===== config.mk =====
export PLATFORM = sky130hd
export DESIGN_NAME = dpm_mapper
export DESIGN_NICKNAME = d
export VERILOG_FILES = /design/src/inc/dpm_pkg.sv /design/src/rtl/dpm_mapper.sv /design/src/rtl/dpm_prio_entry.sv
export SDC_FILE = /design/constraint.sdc
export NUM_CORES = 1
export LEC_CHECK = 0
export BUFFER_PORTS_ARGS = -buffer_cell sky130_fd_sc_hd__buf_2
export CELL_PAD_IN_SITES_DETAIL_PLACEMENT = 1
export CELL_PAD_IN_SITES_GLOBAL_PLACEMENT = 2
export CORE_UTILIZATION = 40
export CTS_BUF_LIST = sky130_fd_sc_hd__clkbuf_4
export DETAILED_ROUTE_END_ITERATION = 6
export PLACE_DENSITY_LB_ADDON = 0.1
export SYNTH_ARGS = -nofsm -noshare
export SYNTH_HDL_FRONTEND = slang
export SYNTH_SLANG_ARGS = --single-unit

===== constraint.sdc =====
create_clock -name i_mclk -period 2 [get_ports i_mclk]
set_input_delay 0.5 -clock i_mclk [delete_from_list [all_inputs] [get_ports i_mclk]]
set_output_delay 0.5 -clock i_mclk [all_outputs]
set_load 0.01 [all_outputs]

===== src/inc/dpm_pkg.sv =====
package dpm_pkg;

   // ***************************************************************
   // Classifier geometry
   // ***************************************************************
   localparam int DPM_NUM_PORTS = 8;
   localparam int DPM_PORT_W = 3;
   localparam int DPM_DS_W = 8;
   localparam int DPM_CP_W = 6;
   localparam int DPM_PRIO_W = 3;
   localparam int DPM_TBL_DEPTH = 64;
   localparam int DPM_DS_CP_LSB = 2;
   localparam int DPM_DS_PREC_LSB = 5;
   localparam int DPM_GROUP_SHIFT = 3;
   localparam int DPM_CNT_W = 16;

   // ***************************************************************
   // Register map
   // ***************************************************************
   localparam int DPM_ADDR_W = 12;
   localparam int DPM_DATA_W = 32;
   localparam logic [11:0] DPM_OFS_CTRL = 12'h000;
   localparam logic [11:0] DPM_OFS_PORT_EN = 12'h004;
   localparam logic [11:0] DPM_OFS_ALL_PORTS = 12'h008;
   localparam logic [11:0] DPM_OFS_MAP_CNT = 12'h00C;
   localparam logic [11:0] DPM_OFS_LAST = 12'h010;
   localparam logic [3:0] DPM_TBL_PAGE = 4'h1;
   localparam int DPM_TBL_PAGE_LSB = 8;
   localparam int DPM_TBL_IDX_LSB = 2;
   localparam logic [1:0] DPM_ALIGN_OK = 2'h0;
   localparam int DPM_CTRL_EN_BIT = 0;
   localparam int DPM_ALL_EN_BIT = 0;
   localparam int DPM_LAST_PRIO_LSB = 8;
   localparam logic DPM_GLOB_EN_RST = 1'h0;
   localparam logic [7:0] DPM_PORT_EN_RST = 8'h00;
   localparam logic [15:0] DPM_CNT_ONE = 16'h0001;
   localparam logic [31:0] DPM_RD_ZERO = 32'h0000_0000;

   // ***************************************************************
   // Bus slave states
   // ***************************************************************
   typedef enum logic [1:0] {
      DPM_APB_IDLE = 2'b00,
      DPM_APB_ACK = 2'b01
   } dpm_apb_type;

endpackage


===== src/rtl/dpm_mapper.sv =====
// Function
// - Code point is upper six DS bits.
// - Two low unused DS bits ignored.
// - 64 entries, code point indexes directly.
// - Reset table: priority equals code over eight.
// - Default follows the three precedence bits.
// - Classified packets take their table priority.
// - Software rewrites entries; next packets use them.
// - Global enable gates all classification.
// - Per-port enable gates classification per port.
// - All-ports write copies value to every port.
//
// Register access over APB and the address map were chosen for this implementation.
module dpm_mapper
   import dpm_pkg::*;
(
   // Clock and reset
   input wire logic i_mclk,
   input wire logic i_nrst,
   // APB slave
   input wire logic i_psel,
   input wire logic i_penable,
   input wire logic i_pwrite,
   input wire logic [DPM_ADDR_W-1:0] i_paddr,
   input wire logic [DPM_DATA_W-1:0] i_pwdata,
   output logic o_pready,
   output logic [DPM_DATA_W-1:0] o_prdata,
   output logic o_pslverr,
   // Packet from the ingress parser
   input wire logic i_pkt_valid,
   input wire logic [DPM_PORT_W-1:0] i_pkt_port,
   input wire logic i_pkt_is_ip,
   input wire logic [DPM_DS_W-1:0] i_pkt_ds,
   input wire logic [DPM_PRIO_W-1:0] i_pkt_prio,
   // Classified result
   output logic o_cls_valid,
   output logic [DPM_PRIO_W-1:0] o_cls_prio,
   output logic o_cls_mapped
);

   // ***************************************************************
   // Declarations
   // ***************************************************************
   dpm_apb_type st_r;
   dpm_apb_type st_nxt;
   logic glob_en_r;
   logic [DPM_NUM_PORTS-1:0] port_en_r;
   logic all_en_r;
   logic [DPM_CNT_W-1:0] map_cnt_r;
   logic [DPM_CP_W-1:0] last_cp_r;
   logic [DPM_PRIO_W-1:0] last_prio_r;
   logic tbl_dirty_r;
   logic [DPM_PRIO_W-1:0] tbl_q [DPM_TBL_DEPTH];
   logic [DPM_TBL_DEPTH-1:0] tbl_we_w;

   wire logic acc_w;
   wire logic wr_go_w;
   wire logic aligned_w;
   wire logic [DPM_ADDR_W-1:0] ofs_w;
   wire logic tbl_hit_w;
   wire logic ctrl_hit_w;
   wire logic port_hit_w;
   wire logic all_hit_w;
   wire logic cnt_hit_w;
   wire logic last_hit_w;
   wire logic any_hit_w;
   wire logic [DPM_CP_W-1:0] tbl_idx_w;
   wire logic [DPM_PRIO_W-1:0] wr_prio_w;
   wire logic wr_bit0_w;
   wire logic wr_tbl_w;
   wire logic wr_ctrl_w;
   wire logic wr_port_w;
   wire logic wr_all_w;
   wire logic [DPM_DATA_W-1:0] tbl_rd_w;
   wire logic [DPM_DATA_W-1:0] reg_rd_w;
   wire logic [DPM_DATA_W-1:0] rd_data_w;

   wire logic [DPM_CP_W-1:0] cp_w;
   wire logic [DPM_PRIO_W-1:0] prec_w;
   wire logic port_on_w;
   wire logic cls_on_w;
   wire logic cls_go_w;
   wire logic [DPM_PRIO_W-1:0] lu_prio_w;
   wire logic [DPM_PRIO_W-1:0] prio_nxt;

   // ***************************************************************
   // APB decode
   // ***************************************************************
   // The slave answers one cycle into the access phase, so pready,
   // prdata and pslverr can all come straight from flip-flops.
   assign acc_w = i_psel & i_penable;
   assign wr_go_w = (st_r == DPM_APB_ACK) & acc_w & i_pwrite;
   assign aligned_w = (i_paddr[1:0] == DPM_ALIGN_OK);
   assign ofs_w = i_paddr;
   assign tbl_hit_w = aligned_w &
      (i_paddr[DPM_ADDR_W-1:DPM_TBL_PAGE_LSB] == DPM_TBL_PAGE);
   assign ctrl_hit_w = (ofs_w == DPM_OFS_CTRL);
   assign port_hit_w = (ofs_w == DPM_OFS_PORT_EN);
   assign all_hit_w = (ofs_w == DPM_OFS_ALL_PORTS);
   assign cnt_hit_w = (ofs_w == DPM_OFS_MAP_CNT);
   assign last_hit_w = (ofs_w == DPM_OFS_LAST);
   assign any_hit_w = tbl_hit_w | ctrl_hit_w | port_hit_w | all_hit_w |
      cnt_hit_w | last_hit_w;
   assign tbl_idx_w =
      i_paddr[DPM_TBL_IDX_LSB+DPM_CP_W-1:DPM_TBL_IDX_LSB];
   assign wr_prio_w = i_pwdata[DPM_PRIO_W-1:0];
   assign wr_bit0_w = i_pwdata[DPM_ALL_EN_BIT];
   assign wr_tbl_w = wr_go_w & tbl_hit_w;
   assign wr_ctrl_w = wr_go_w & ctrl_hit_w;
   assign wr_port_w = wr_go_w & port_hit_w;
   assign wr_all_w = wr_go_w & all_hit_w;

   // ***************************************************************
   // APB read data
   // ***************************************************************
   assign tbl_rd_w = DPM_DATA_W'(tbl_q[tbl_idx_w]);
   assign reg_rd_w =
      ctrl_hit_w ? DPM_DATA_W'(glob_en_r) :
      port_hit_w ? DPM_DATA_W'(port_en_r) :
      all_hit_w ? DPM_DATA_W'(all_en_r) :
      cnt_hit_w ? DPM_DATA_W'(map_cnt_r) :
      last_hit_w ? DPM_DATA_W'({last_prio_r,
         (DPM_LAST_PRIO_LSB-DPM_CP_W)'(0), last_cp_r}) :
      DPM_RD_ZERO;
   assign rd_data_w = tbl_hit_w ? tbl_rd_w : reg_rd_w;

   // ***************************************************************
   // APB handshake
   // ***************************************************************
   always_comb begin
      case (st_r)
         DPM_APB_IDLE: begin
            st_nxt = acc_w ? DPM_APB_ACK : DPM_APB_IDLE;
         end
         DPM_APB_ACK: begin
            st_nxt = DPM_APB_IDLE;
         end
         default: begin
            st_nxt = DPM_APB_IDLE;
         end
      endcase
   end

   always_ff @(posedge i_mclk or negedge i_nrst) begin
      if (!i_nrst) begin
         st_r <= DPM_APB_IDLE;
         o_pready <= 1'b0;
         o_prdata <= DPM_RD_ZERO;
         o_pslverr <= 1'b0;
      end else begin
         st_r <= st_nxt;
         o_pready <= (st_nxt == DPM_APB_ACK);
         o_pslverr <= (st_nxt == DPM_APB_ACK) & ~any_hit_w;
         o_prdata <= (st_nxt == DPM_APB_ACK && !i_pwrite) ?
            rd_data_w : DPM_RD_ZERO;
      end
   end

   // ***************************************************************
   // Enables
   // ***************************************************************
   // A port-enable write and an all-ports write cannot meet in one
   // cycle, so the later one always wins as software expects.
   always_ff @(posedge i_mclk or negedge i_nrst) begin
      if (!i_nrst) begin
         glob_en_r <= DPM_GLOB_EN_RST;
         port_en_r <= DPM_PORT_EN_RST;
         all_en_r <= 1'b0;
      end else begin
         if (wr_ctrl_w) begin
            glob_en_r <= i_pwdata[DPM_CTRL_EN_BIT];
         end
         if (wr_all_w) begin
            all_en_r <= wr_bit0_w;
            port_en_r <= {DPM_NUM_PORTS{wr_bit0_w}};
         end else if (wr_port_w) begin
            port_en_r <= i_pwdata[DPM_NUM_PORTS-1:0];
         end
      end
   end

   // ***************************************************************
   // Mapping table
   // ***************************************************************
   genvar gi;
   generate
      for (gi = 0; gi < DPM_TBL_DEPTH; gi++) begin : g_tbl
         assign tbl_we_w[gi] = wr_tbl_w &&
            (tbl_idx_w == DPM_CP_W'(gi));
         dpm_prio_entry #(
            .RST_PRIO(DPM_PRIO_W'(gi >> DPM_GROUP_SHIFT))
         ) u_entry (
            .i_mclk(i_mclk),
            .i_nrst(i_nrst),
            .i_we(tbl_we_w[gi]),
            .i_prio(wr_prio_w),
            .o_prio(tbl_q[gi])
         );
      end
   endgenerate

   // Tracks whether the table still holds its reset contents.
   always_ff @(posedge i_mclk or negedge i_nrst) begin
      if (!i_nrst) begin
         tbl_dirty_r <= 1'b0;
      end else if (wr_tbl_w) begin
         tbl_dirty_r <= 1'b1;
      end
   end

   // ***************************************************************
   // Classification
   // ***************************************************************
   assign cp_w = i_pkt_ds[DPM_DS_W-1:DPM_DS_CP_LSB];
   assign prec_w = i_pkt_ds[DPM_DS_W-1:DPM_DS_PREC_LSB];
   assign port_on_w = port_en_r[i_pkt_port];
   assign cls_on_w = glob_en_r & port_on_w & i_pkt_is_ip;
   assign cls_go_w = i_pkt_valid & cls_on_w;
   assign lu_prio_w = tbl_q[cp_w];
   assign prio_nxt = cls_on_w ? lu_prio_w : i_pkt_prio;

   // A table write lands in the same edge as a lookup, so a packet in
   // the cycle after the write's completing edge sees the new entry.
   always_ff @(posedge i_mclk or negedge i_nrst) begin
      if (!i_nrst) begin
         o_cls_valid <= 1'b0;
         o_cls_prio <= '0;
         o_cls_mapped <= 1'b0;
      end else begin
         o_cls_valid <= i_pkt_valid;
         o_cls_prio <= i_pkt_valid ? prio_nxt : '0;
         o_cls_mapped <= cls_go_w;
      end
   end

   // The counter wraps; software takes differences between reads.
   always_ff @(posedge i_mclk or negedge i_nrst) begin
      if (!i_nrst) begin
         map_cnt_r <= '0;
         last_cp_r <= '0;
         last_prio_r <= '0;
      end else if (cls_go_w) begin
         map_cnt_r <= map_cnt_r + DPM_CNT_ONE;
         last_cp_r <= cp_w;
         last_prio_r <= lu_prio_w;
      end
   end

   // ***************************************************************
   // Assertions
   // ***************************************************************
   property p_apb_answer;
      @(posedge i_mclk) disable iff (!i_nrst)
      (st_r == DPM_APB_IDLE && acc_w) |=> o_pready ##1 !o_pready;
   endproperty
   a_apb_answer: assert property (p_apb_answer)
      else $error("APB answer not one cycle after access start");

   property p_low_bits_ignored;
      @(posedge i_mclk) disable iff (!i_nrst)
      (cls_go_w && !wr_tbl_w) ##1
      (cls_go_w && !wr_tbl_w && cp_w == $past(cp_w)) |=>
      o_cls_prio == $past(o_cls_prio);
   endproperty
   a_low_bits_ignored: assert property (p_low_bits_ignored)
      else $error("Low DS bits changed the priority");

   property p_tbl_readback;
      @(posedge i_mclk) disable iff (!i_nrst)
      (st_r == DPM_APB_IDLE && acc_w && !i_pwrite && tbl_hit_w) |=>
      o_prdata == DPM_DATA_W'(tbl_q[$past(tbl_idx_w)]);
   endproperty
   a_tbl_readback: assert property (p_tbl_readback)
      else $error("Table read returned the wrong entry");

   property p_reset_table;
      @(posedge i_mclk) disable iff (!i_nrst)
      !tbl_dirty_r |->
      tbl_q[cp_w] == DPM_PRIO_W'(cp_w >> DPM_GROUP_SHIFT);
   endproperty
   a_reset_table: assert property (p_reset_table)
      else $error("Default entry is not code point over eight");

   property p_precedence;
      @(posedge i_mclk) disable iff (!i_nrst)
      (!tbl_dirty_r && cls_go_w && !wr_tbl_w) |=>
      o_cls_mapped && o_cls_prio == $past(prec_w);
   endproperty
   a_precedence: assert property (p_precedence)
      else $error("Default priority differs from precedence bits");

   property p_classify;
      @(posedge i_mclk) disable iff (!i_nrst)
      (cls_go_w && !wr_tbl_w) |=>
      o_cls_valid && o_cls_prio == tbl_q[$past(cp_w)];
   endproperty
   a_classify: assert property (p_classify)
      else $error("Classified priority not taken from table");

   property p_tbl_write;
      @(posedge i_mclk) disable iff (!i_nrst)
      wr_tbl_w |=> tbl_q[$past(tbl_idx_w)] == $past(wr_prio_w) &&
      tbl_dirty_r;
   endproperty
   a_tbl_write: assert property (p_tbl_write)
      else $error("Table write did not land");

   property p_global_off;
      @(posedge i_mclk) disable iff (!i_nrst)
      (i_pkt_valid && !glob_en_r) |=>
      !o_cls_mapped && o_cls_prio == $past(i_pkt_prio);
   endproperty
   a_global_off: assert property (p_global_off)
      else $error("Packet classified while globally disabled");

   property p_port_off;
      @(posedge i_mclk) disable iff (!i_nrst)
      (i_pkt_valid && !port_on_w) |=>
      !o_cls_mapped && o_cls_prio == $past(i_pkt_prio);
   endproperty
   a_port_off: assert property (p_port_off)
      else $error("Packet classified on a disabled port");

   property p_all_ports;
      @(posedge i_mclk) disable iff (!i_nrst)
      wr_all_w |=> port_en_r == {DPM_NUM_PORTS{$past(wr_bit0_w)}};
   endproperty
   a_all_ports: assert property (p_all_ports)
      else $error("All-ports write did not reach every port");

   property p_non_ip;
      @(posedge i_mclk) disable iff (!i_nrst)
      (i_pkt_valid && !i_pkt_is_ip) |=>
      o_cls_valid && !o_cls_mapped && o_cls_prio == $past(i_pkt_prio);
   endproperty
   a_non_ip: assert property (p_non_ip)
      else $error("Non-IP frame priority was altered");

   property p_code_point;
      @(posedge i_mclk) disable iff (!i_nrst)
      (cls_go_w && !wr_tbl_w) |=>
      o_cls_prio == tbl_q[DPM_CP_W'($past(i_pkt_ds) >> DPM_DS_CP_LSB)];
   endproperty
   a_code_point: assert property (p_code_point)
      else $error("Code point not taken from the upper DS bits");

endmodule


===== src/rtl/dpm_prio_entry.sv =====
module dpm_prio_entry
   import dpm_pkg::*;
#(
   parameter logic [DPM_PRIO_W-1:0] RST_PRIO = '0
) (
   // Clock and reset
   input wire logic i_mclk,
   input wire logic i_nrst,
   // Write port
   input wire logic i_we,
   input wire logic [DPM_PRIO_W-1:0] i_prio,
   // Stored priority
   output logic [DPM_PRIO_W-1:0] o_prio
);

   // Each entry resets to its own constant, so the default table needs
   // no boot-time loader.
   always_ff @(posedge i_mclk or negedge i_nrst) begin
      if (!i_nrst) begin
         o_prio <= RST_PRIO;
      end else if (i_we) begin
         o_prio <= i_prio;
      end
   end

endmodule


==> results.toml, run 1 <==
[drt]
avgRoutedWirePerCell_um = 25.4
drtAntennaViolNets = 0
vias_per_cell = 5.61
drt-total-wl_um = 48300
vias = 10673
drtIter0Drc = 555
drc_errors = 0
dr.pass1.iters = 5

[clock_network]
clock_sinks = 250
clock_latency_ps = 790
clock_path_buffers = 3
cts_made_buffers = 76
htree_levels = 3
clk_pin_slew_ps = 70
cts-root-buf = "clkbuf_4"
cts_tree = "built"

[pwr]
p_comb_share_pct = 9.8
power.density_mw_per_mm2 = 628
switching_share_pct = 26.9
p_sw_w = 0.00312
clock_power_share_pct = 46.4
cell_internal_pwr_w = 0.00850
p_leak_nw = 8.67
seq_power_share_pct = 43.7
ir_drop_mv = 0.393

[sta]
fin_worst_skew_ps = 56.2
maxSlewViolCount = 0
timing.final.ws_setup_ps = -171
rsz0062_at_grt = "yes"
hold_viol = 0
setup_viol = 47
holdWs_ps = 107
fmax_mhz = 461
min_period_ps = 2170
post-route-period-util_pct = 109
tightestPinTransition_ps = 917
slew_headroom_pct = 38.6

[run_status]
violations = "negative setup slack"
run_status = "complete, but fails checks"

[setup_path]
crit_required_ps = 2570
rrSetupSlack_ps = -170
critPathArrivalTime_ps = 2740
worst_r2r_endpoint = "o_prdata[1]"
critical_path_class = "reg2reg"
r2r_start = "g_tbl[43].u_entry.o_prio[1]"
ff2ff_path_depth = 5
worstSetupStartpointType = "flop"
crit_fanout = 2
critPathCaptureType = "flop"

[synth]
synthCells = 1072
synth_ff_type = "dfrtp_1"
yosys_warnings = 0
async_flop_share_pct = 100
synth-edff-count = 0
syn_avg_cell_area_um2 = 12.9
yosysTopAreaCell = "dfrtp_1"
ys_ff_latch = 250
synthTopCellsByArea = "dfrtp_1 28%, dfstp_2 18%, mux2_2 14%"
seq_area_frac_synth_pct = 46.1
yosysTopAreaCellShare_pct = 27.9
synth_cell_types = 60
synth_area_mm2 = 0.0138

[worst_hold_path]
hold_path_end = "g_tbl[38].u_entry.o_prio[0]"
holdPathStages = 2
worst_hold_path_type = "in2reg"
min_from = "i_pwdata[0]"

[layout]
final.fill_count = 3457
syn_to_final_growth_pct = 34.0
final_core_util_pct = 54.8
drive_gt1_share_pct = 61.3
fin_cells = 1901
fin_nets = 1454

[floorplanning]
die-area_mm2 = 0.0353
start_util_pct = 40.9
dieWidth_um = 188
num_rows = 67
coreArea_mm2 = 0.0338
io_pins = 104
dieHeight_um = 188

[global_routing]
grt_usage_pct = 28.1
antenna_found_initial = 2
gr-total-overflow = 0
grt_max_degree = 53
grt_pass1_wl_um = 73600
grt_pass1_vias = 11599

[placement]
numPortBuffers = 61
gp_congestion = 0.890
dp.cells = 1742
dp_hpwl_um = 35500

[flow_run]
maxCapViolations = 0
stage by stage:
step | TNS, ps | total power (W) | area, µm² | setup WS, ps
6_report | -3830 | 0.0116 | 18500 | -171
5_1_grt | -7310 | 0.0121 | 18500 | -175
4_1_cts | -3070 | 0.0118 | 18200 | -166
3_5_place_dp | -129810 | 0.00627 | 16900 | -896
3_3_place_gp | -124710 | 0.00626 | 16900 | -923
2_1_floorplan | -64160 | 0.00568 | 14500 | -447
synth_stat cells, drive strengths merged, types with 5 or more instances:
master,instances
mux2,208
nand2b,11
nor4,5
a222oi,5
dfrtp,154
nor3,14
nor2,50
dfstp,96
o221ai,7
clkbuf,45
mux4,55
nand3,13
o21ai,16
nor2b,7
mux2i,101
or4,9
and2,10
xnor2,13
buf,46
a21o,7
nand2,59
nand4,14
a21oi,31
inv,5
a22oi,51
kinds of logic after synthesis:
| family | count (synthesis) | synth area share [%] |
|---|---|---|
| DFF | 250 | 46.1 |
| AOI/OAI and AO/OA | 136 | 6.76 |
| xor gates and xnor gates | 15 | 0.951 |
| buffers and inverters | 96 | 3.53 |
| other | 1 | 0.0271 |
| adders and majority gates | 1 | 0.0905 |
| and+or+nand+nor | 209 | 8.45 |
| muxes | 364 | 34.0 |
power groups by stage:
stage,Sequential (W),Clock [W],Combinational [W]
after floorplan,0.00517,0,0.000513
after global placement,0.00517,0,0.00109
after detailed placement,0.00517,0,0.00111
after CTS,0.00508,0.00558,0.00113
after global routing,0.00508,0.00581,0.00121
final,0.00508,0.00539,0.00114
area by class of cell:
type | instances | area, µm² | area share (%)
clock buffer | 120 | 901 | 4.87
tap | 448 | 561 | 3.03
inverter | 5 | 18.8 | 0.101
clock inverter | 20 | 129 | 0.696
timing repair buffer | 314 | 2740 | 14.8
antenna | 3 | 7.51 | 0.0406
multi-input combinational | 741 | 7780 | 42.0
sequential | 250 | 6380 | 34.4
critical path, stage by stage (launching register included):
cell and delay (ps):
dfrtp_1 400, mux4_2 480, mux4_2 500, or3_4 360, o311ai_4 100, o22ai_2 130
flip-flops by register name (all words and copies together) (netlist names):
signal	flops
o_prdata	16
map_cnt_r	16
st_r	1
o_pslverr	1
o_cls_valid	1
port_en_r	8
o_cls_prio	3
last_cp_r	6
glob_en_r	1
last_prio_r	3
o_cls_mapped	1
all_en_r	1
g_tbl.u_entry.o_prio	192
worst max-delay path by stage:
stage | from | endpoint | slack, ps | cells after the start
finish | g_tbl[43].u_entry.o_prio[1] | o_prdata[1] | -170 | 5
global route | g_tbl[43].u_entry.o_prio[1] | o_prdata[1] | -170 | 5
CTS | g_tbl[15].u_entry.o_prio[1] | o_prdata[1] | -170 | 5
detailed placement | i_paddr[2] | o_prdata[1] | -900 | 7
global placement | i_paddr[2] | o_prdata[1] | -920 | 7
floorplan | i_paddr[1] | g_tbl[2].u_entry.o_prio[0] | -450 | 6
what timing repair did:
item	4_1_cts	5_1_grt
buffers inserted	4	7
endpoints found under the hold margin	170	0
gates cloned	1	1
pin swaps	9	14
gates resized for setup	33	54
setup endpoints to repair	61	93
hold buffers	6	0
metal layers:
metal | track usage [%] | share of wire, %
met1 | 38.0 | 44
met2 | 45.0 | 48
met3 | 5.60 | 5.1
met4 | 9.44 | 2.8
met5 | 0 | 0
layout by cell type, fill, tap and decap left out, types with 14 or more instances in the layout:
master    synthesis  final
conb_1            1     16
nor2_2            1     15
mux2i_1         101    101
a22oi_1          51     51
mux2_2          167    123
a21oi_1          31     30
nor2_4            0     14
buf_4            25    202
dfstp_2          96     96
buf_12            1     33
nand2_1          49     25
clkbuf_4          0    120
nand4_1          14     14
clkinv_1          0     15
dfrtp_1         154    154
mux4_2           55     55
buf_2            14     57
nor2_1           49     21
mux2_4           30     82
Power figures use the tool's default switching activity.
==> run 2: changes to the inputs <==
==> constraint.sdc (replaced) <==
create_clock -name i_mclk -period 2 [get_ports i_mclk]
set_input_delay 0.2 -clock i_mclk [delete_from_list [all_inputs] [get_ports i_mclk]]
set_output_delay 0.2 -clock i_mclk [all_outputs]
set_load 0.01 [all_outputs]
==> run 2 against run 1 <==
  * Register-to-register slack better by 80 ps
  * Sequential share of layout area is 0.83 points higher
  * The flow still finishes with violations (negative setup slack)
  * Clock power down 8.3%
  * Critical path type unchanged
==> results.toml, run 2 (same netlist as run 1, synthesis figures left out) <==
[drt]
drc_errors = 0
dr.pass1.iters = 5
wl_met2_um = 22700
vias_per_cell = 5.53
m1WireLength_um = 21100
vias = 10537
drtIter0Drc = 584
avgRoutedWirePerCell_um = 24.5
wl_met3_um = 1570
drtAntennaViolNets = 0
drt-total-wl_um = 46800
highest_layer = "met4"

[pwr]
p_leak_nw = 8.49
power.density_mw_per_mm2 = 617
seq_power_share_pct = 45.5
switching_share_pct = 27.0
p_sw_w = 0.00301
clock_power_share_pct = 44.3
ir_drop_mv = 0.446
p_comb_share_pct = 10.2
cell_internal_pwr_w = 0.00814

[worst_hold_path]
worst_hold_path_type = "in2reg"

[global_routing]
grt_pass1_wl_um = 72300
grt_pass1_vias = 11478
antenna_found_initial = 2
grt_max_degree = 55
grt_usage_pct = 27.4
gr-total-overflow = 0

[clock_network]
cts_made_buffers = 73
cts_tree = "built"
cts-root-buf = "clkbuf_4"
clock_sinks = 250
clock_latency_ps = 770
htree_levels = 3
clk_pin_slew_ps = 70
clock_path_buffers = 3

[layout]
top_regs = "g_tbl.u_entry.o_prio: 192 flops, map_cnt_r: 16 flops, o_prdata: 16 flops"
fin_nets = 1467
final_core_util_pct = 53.5
most-common-layout-cells = "210 x buf_4, 154 x dfrtp_1, 145 x mux2_2"
largest_register_ffs = 192
drive_gt1_share_pct = 57.6
top_register = "g_tbl.u_entry.o_prio"
fin_area_mm2 = 0.0181
fin_cells = 1907
mostFrequentLayoutCell = "buf_4"
syn_to_final_growth_pct = 30.8

[setup_path]
crit_fanout = 3
critPathCaptureType = "flop"
critical_path_class = "reg2reg"
worstSetupStartpointType = "flop"
critPathArrivalTime_ps = 2700
crit_required_ps = 2620

[sta]
min_period_ps = 2090
maxSlewViolCount = 0
tightestPinTransition_ps = 1150
fin_worst_skew_ps = 28.4
setup_viol = 22
slew_headroom_pct = 23.1
post-route-period-util_pct = 104
timing.final.ws_setup_ps = -87.4
hold_viol = 0
fmax_mhz = 479
rsz0062_at_grt = "yes"

[run_status]
run_status = "complete, but fails checks"
violations = "negative setup slack"

[flow_run]
maxCapViolations = 0

[placement]
dp_hpwl_um = 34500
dp.cells = 1750
placed_area_mm2 = 0.0167
gp_congestion = 0.883
numPortBuffers = 61

[floorplanning]
io_pins = 104
num_rows = 67
dieHeight_um = 188
coreArea_mm2 = 0.0338
start_util_pct = 40.9
die-area_mm2 = 0.0353
dieWidth_um = 188
-- run 2: final timing paths --
check | depth (start not counted) | slack, ps | to | start
setup reg to reg | 5 | -90 | o_prdata[1] | g_tbl[14].u_entry.o_prio[1]
setup / recovery | 5 | -90 | o_prdata[1] | g_tbl[14].u_entry.o_prio[1]
hold / removal | 4 | 50 | o_prdata[13] | i_paddr[9]
hold reg to reg | 1 | 490 | map_cnt_r[14] | map_cnt_r[14]
min in group asynchronous | 2 | 160 | g_tbl[52].u_entry.o_prio[2] | i_nrst
max in group asynchronous | 3 | 230 | g_tbl[47].u_entry.o_prio[1] | i_nrst
-- run 2: power groups by stage --
stage | combinational (W) | sequential [W] | clock (W)
after detailed placement | 0.00106 | 0.00517 | 0
after global routing | 0.00120 | 0.00508 | 0.00536
after CTS | 0.00112 | 0.00508 | 0.00512
final | 0.00113 | 0.00508 | 0.00494
after global placement | 0.00105 | 0.00516 | 0
after floorplan | 0.000469 | 0.00517 | 0
-- run 2: metrics by stage --
step / TNS (ps) / power (W) / worst slack (ps) / hold WS (ps)
floorplan: -6810 / 0.00564 / -147 / -95.6
global placement: -57430 / 0.00622 / -460 / 146
detailed placement: -59630 / 0.00623 / -529 / 151
CTS: -99.5 / 0.0113 / -99.5 / 1.74
global route: -1400 / 0.0116 / -130 / 34.5
finish: -844 / 0.0112 / -87.4 / 52.2
-- run 2: worst max-delay path, stage by stage, from the launching register on --
cell and delay [ps]:
dfrtp_1 420, mux4_2 470, mux4_2 530, or3_4 350, o311ai_2 90, o22ai_1 110
-- run 2: layer usage --
layer	GRT usage [%]	vias to the layer above
met3	4.45	80
li1	-	4712
met2	44.8	258
met5	0	-
met4	10.2	0
met1	36.6	5487
-- run 2: final cells by class --
class	count	area, µm²
multi-input cells	741	7380
inverters	5	18.8
well taps	448	561
repair buffers	330	2810
flip-flops and latches	250	6380
fillers	3462	15700
clock inverters	14	53.8
clock buffers	116	871
diodes	3	7.51
-- run 2: timing repair --
item                       CTS  global route
resized for setup           13            38
setup buffers                1             1
setup endpoints to repair   82            78
pin swaps                    2             7
hold buffers                26             0
hold endpoints to repair   250             0
==> run 3: changes to the inputs <==
--- a/config.mk
+++ b/config.mk
@@ -11,7 +11,10 @@
 export CORE_UTILIZATION = 40
 export CTS_BUF_LIST = sky130_fd_sc_hd__clkbuf_4
 export DETAILED_ROUTE_END_ITERATION = 6
+export MAX_ROUTING_LAYER = met4
 export PLACE_DENSITY_LB_ADDON = 0.1
+export SETUP_SLACK_MARGIN = 0.02
+export SLEW_MARGIN = 20
 export SYNTH_ARGS = -nofsm -noshare
 export SYNTH_HDL_FRONTEND = slang
 export SYNTH_SLANG_ARGS = --single-unit
==> run 3 against run 2 <==
  * The flow still finishes with violations (negative setup slack)
  * Register-to-register slack hardly changed
  * Sequential share of layout area is 0.62 points lower
  * Power is 1.1% lower
  * Sequential cell count stayed put
  * Combinational power is 4% higher
  * Critical path type unchanged
==> results.toml, run 3 (same netlist as run 1, synthesis figures left out) <==
[run_status]
run_status = "complete, but fails checks"
violations = "negative setup slack"

[global_routing]
grt_max_degree = 49
antenna_found_initial = 1
gr-total-overflow = 0
grt_usage_pct = 28.4
grt_pass1_vias = 11624
grt_pass1_wl_um = 72700

[layout]
fin_cells = 1912
largest_register_ffs = 192
regArea_mm2 = 0.00638
top_regs = "g_tbl.u_entry.o_prio: 192 flops, map_cnt_r: 16 flops, o_prdata: 16 flops"
final.fill_count = 3508
top_register = "g_tbl.u_entry.o_prio"
drive_gt1_share_pct = 59.2
syn_to_final_growth_pct = 33.2
fin_area_mm2 = 0.0184
final_core_util_pct = 54.5
multi_input_area_mm2 = 0.00759
mostFrequentLayoutCell = "buf_4"
most-common-layout-cells = "208 x buf_4, 154 x dfrtp_1, 131 x mux2_2"
fin_nets = 1473

[setup_path]
critPathArrivalTime_ps = 2710
ff2ff_path_depth = 5
max_stage_delay_ps = 540
worstSetupStartpointType = "flop"
crit_chain = "mux4_2 -> mux4_2 -> or3_4 -> o311ai_4 -> o22ai_1"
cpLargestDelayFamily = "multiplexers"
crit_path_frequent_cell = "mux4_2"
crit_fanout = 3
critical_path_class = "reg2reg"
critPathCaptureType = "flop"
crit_buf_inv = 0
slowest_stage = "mux4_2"
cp_num_cells = 5
crit_required_ps = 2620

[clock_network]
clock_path_buffers = 3
cts_tree = "built"
clock_sinks = 250
cts_made_buffers = 74
htree_levels = 3
cts-root-buf = "clkbuf_4"
clk_pin_slew_ps = 70
clock_latency_ps = 740

[drt]
vias_per_cell = 5.57
drc_errors = 0
vias = 10659
drtAntennaViolNets = 0
drt-total-wl_um = 47500
avgRoutedWirePerCell_um = 24.8
drtIter0Drc = 554
wl_met3_um = 1800
highest_layer = "met4"
dr.pass1.iters = 7
wl_met2_um = 22900
m1WireLength_um = 21500

[pwr]
power.density_mw_per_mm2 = 600
p_comb_share_pct = 10.7
seq_power_share_pct = 46.0
switching_share_pct = 27.5
clock_power_share_pct = 43.3
total_power_w = 0.0110
cell_internal_pwr_w = 0.00800
ir_drop_mv = 0.387
p_sw_w = 0.00303
p_leak_nw = 8.55

[sta]
timing.final.ws_setup_ps = -86.8
tns_ps = -1050
maxSlewViolCount = 0
fin_worst_skew_ps = 28.5
fmax_mhz = 479
slew_headroom_pct = 44.6
rsz0062_at_grt = "yes"
post-route-period-util_pct = 104
tightestPinTransition_ps = 828
min_period_ps = 2090
hold_viol = 0
setup_viol = 32

[worst_hold_path]
worst_hold_path_type = "in2reg"
holdPathStages = 4

[floorplanning]
start_util_pct = 40.9
dieHeight_um = 188
die-area_mm2 = 0.0353
dieWidth_um = 188
num_rows = 67
io_pins = 104
coreArea_mm2 = 0.0338

[placement]
dp_hpwl_um = 34500
gp_congestion = 0.870
dp.cells = 1747
numPortBuffers = 61
placed_area_mm2 = 0.0167

[flow_run]
maxCapViolations = 0
## run 3: cell count changes in the layout (fill, tap and decap cells not counted), sizes merged
cell | previous run | this run
buf | 304 | 311
clkbuf | 116 | 109
clkinv | 12 | 24
diode | 3 | 1
dlygate4sd3 | 26 | 22
inv | 7 | 6
## run 3: routing by layer
layer  vias up  track usage, %
met3        81            4.60
met1      5588            36.7
met4         0            10.1
li1       4730               -
met5         -               -
met2       260            45.3
## run 3: worst register-to-register path: stages, from the launching register on
cell	delay (ps)
dfrtp_1	400
mux4_2	500
mux4_2	540
or3_4	360
o311ai_4	90
o22ai_1	100
## run 3: worst paths after layout
check / startpoint / to / slack, ps
min in group asynchronous: i_nrst / g_tbl[54].u_entry.o_prio[0] / 550
min: i_paddr[9] / glob_en_r / 70
min reg2reg: map_cnt_r[15] / map_cnt_r[15] / 460
max in group asynchronous: i_nrst / map_cnt_r[5] / 750
max reg2reg: g_tbl[42].u_entry.o_prio[1] / o_prdata[1] / -90
max: g_tbl[42].u_entry.o_prio[1] / o_prdata[1] / -90
## run 3: layout make-up
cell class                      count  area share (%)
Antenna cell                        1          0.0136
Tap cell                          448            3.05
Timing Repair Buffer              335            16.0
Inverter                            5           0.102
Clock buffer                      107            4.36
Sequential cell                   250            34.6
Clock inverter                     25           0.537
Multi-Input combinational cell    741            41.2
## run 3: per-stage QoR
step | hold WS, ps | worst slack (ps)
final | 66.6 | -86.8
after global routing | 31.1 | -111
after CTS | 23.4 | -101
after detailed placement | 204 | -454
after global placement | 201 | -467
after floorplan | -95.6 | -147
## run 3: repair_timing
action / 4_1_cts / 5_1_grt
cloned: 1 / 1
gates resized for setup: 20 / 85
setup buffers: 1 / 7
endpoints found under the setup margin: 30 / 137
pin swaps: 1 / 13
hold buffers: 23 / 0
endpoints found under the hold margin: 213 / 0
## run 3: power groups by stage
stage | clock [W] | combinational [W] | sequential (W)
2_1_floorplan | 0 | 0.000472 | 0.00517
3_3_place_gp | 0 | 0.00109 | 0.00516
3_5_place_dp | 0 | 0.00109 | 0.00516
4_1_cts | 0.00495 | 0.00116 | 0.00508
5_1_grt | 0.00520 | 0.00124 | 0.00507
6_report | 0.00478 | 0.00118 | 0.00508
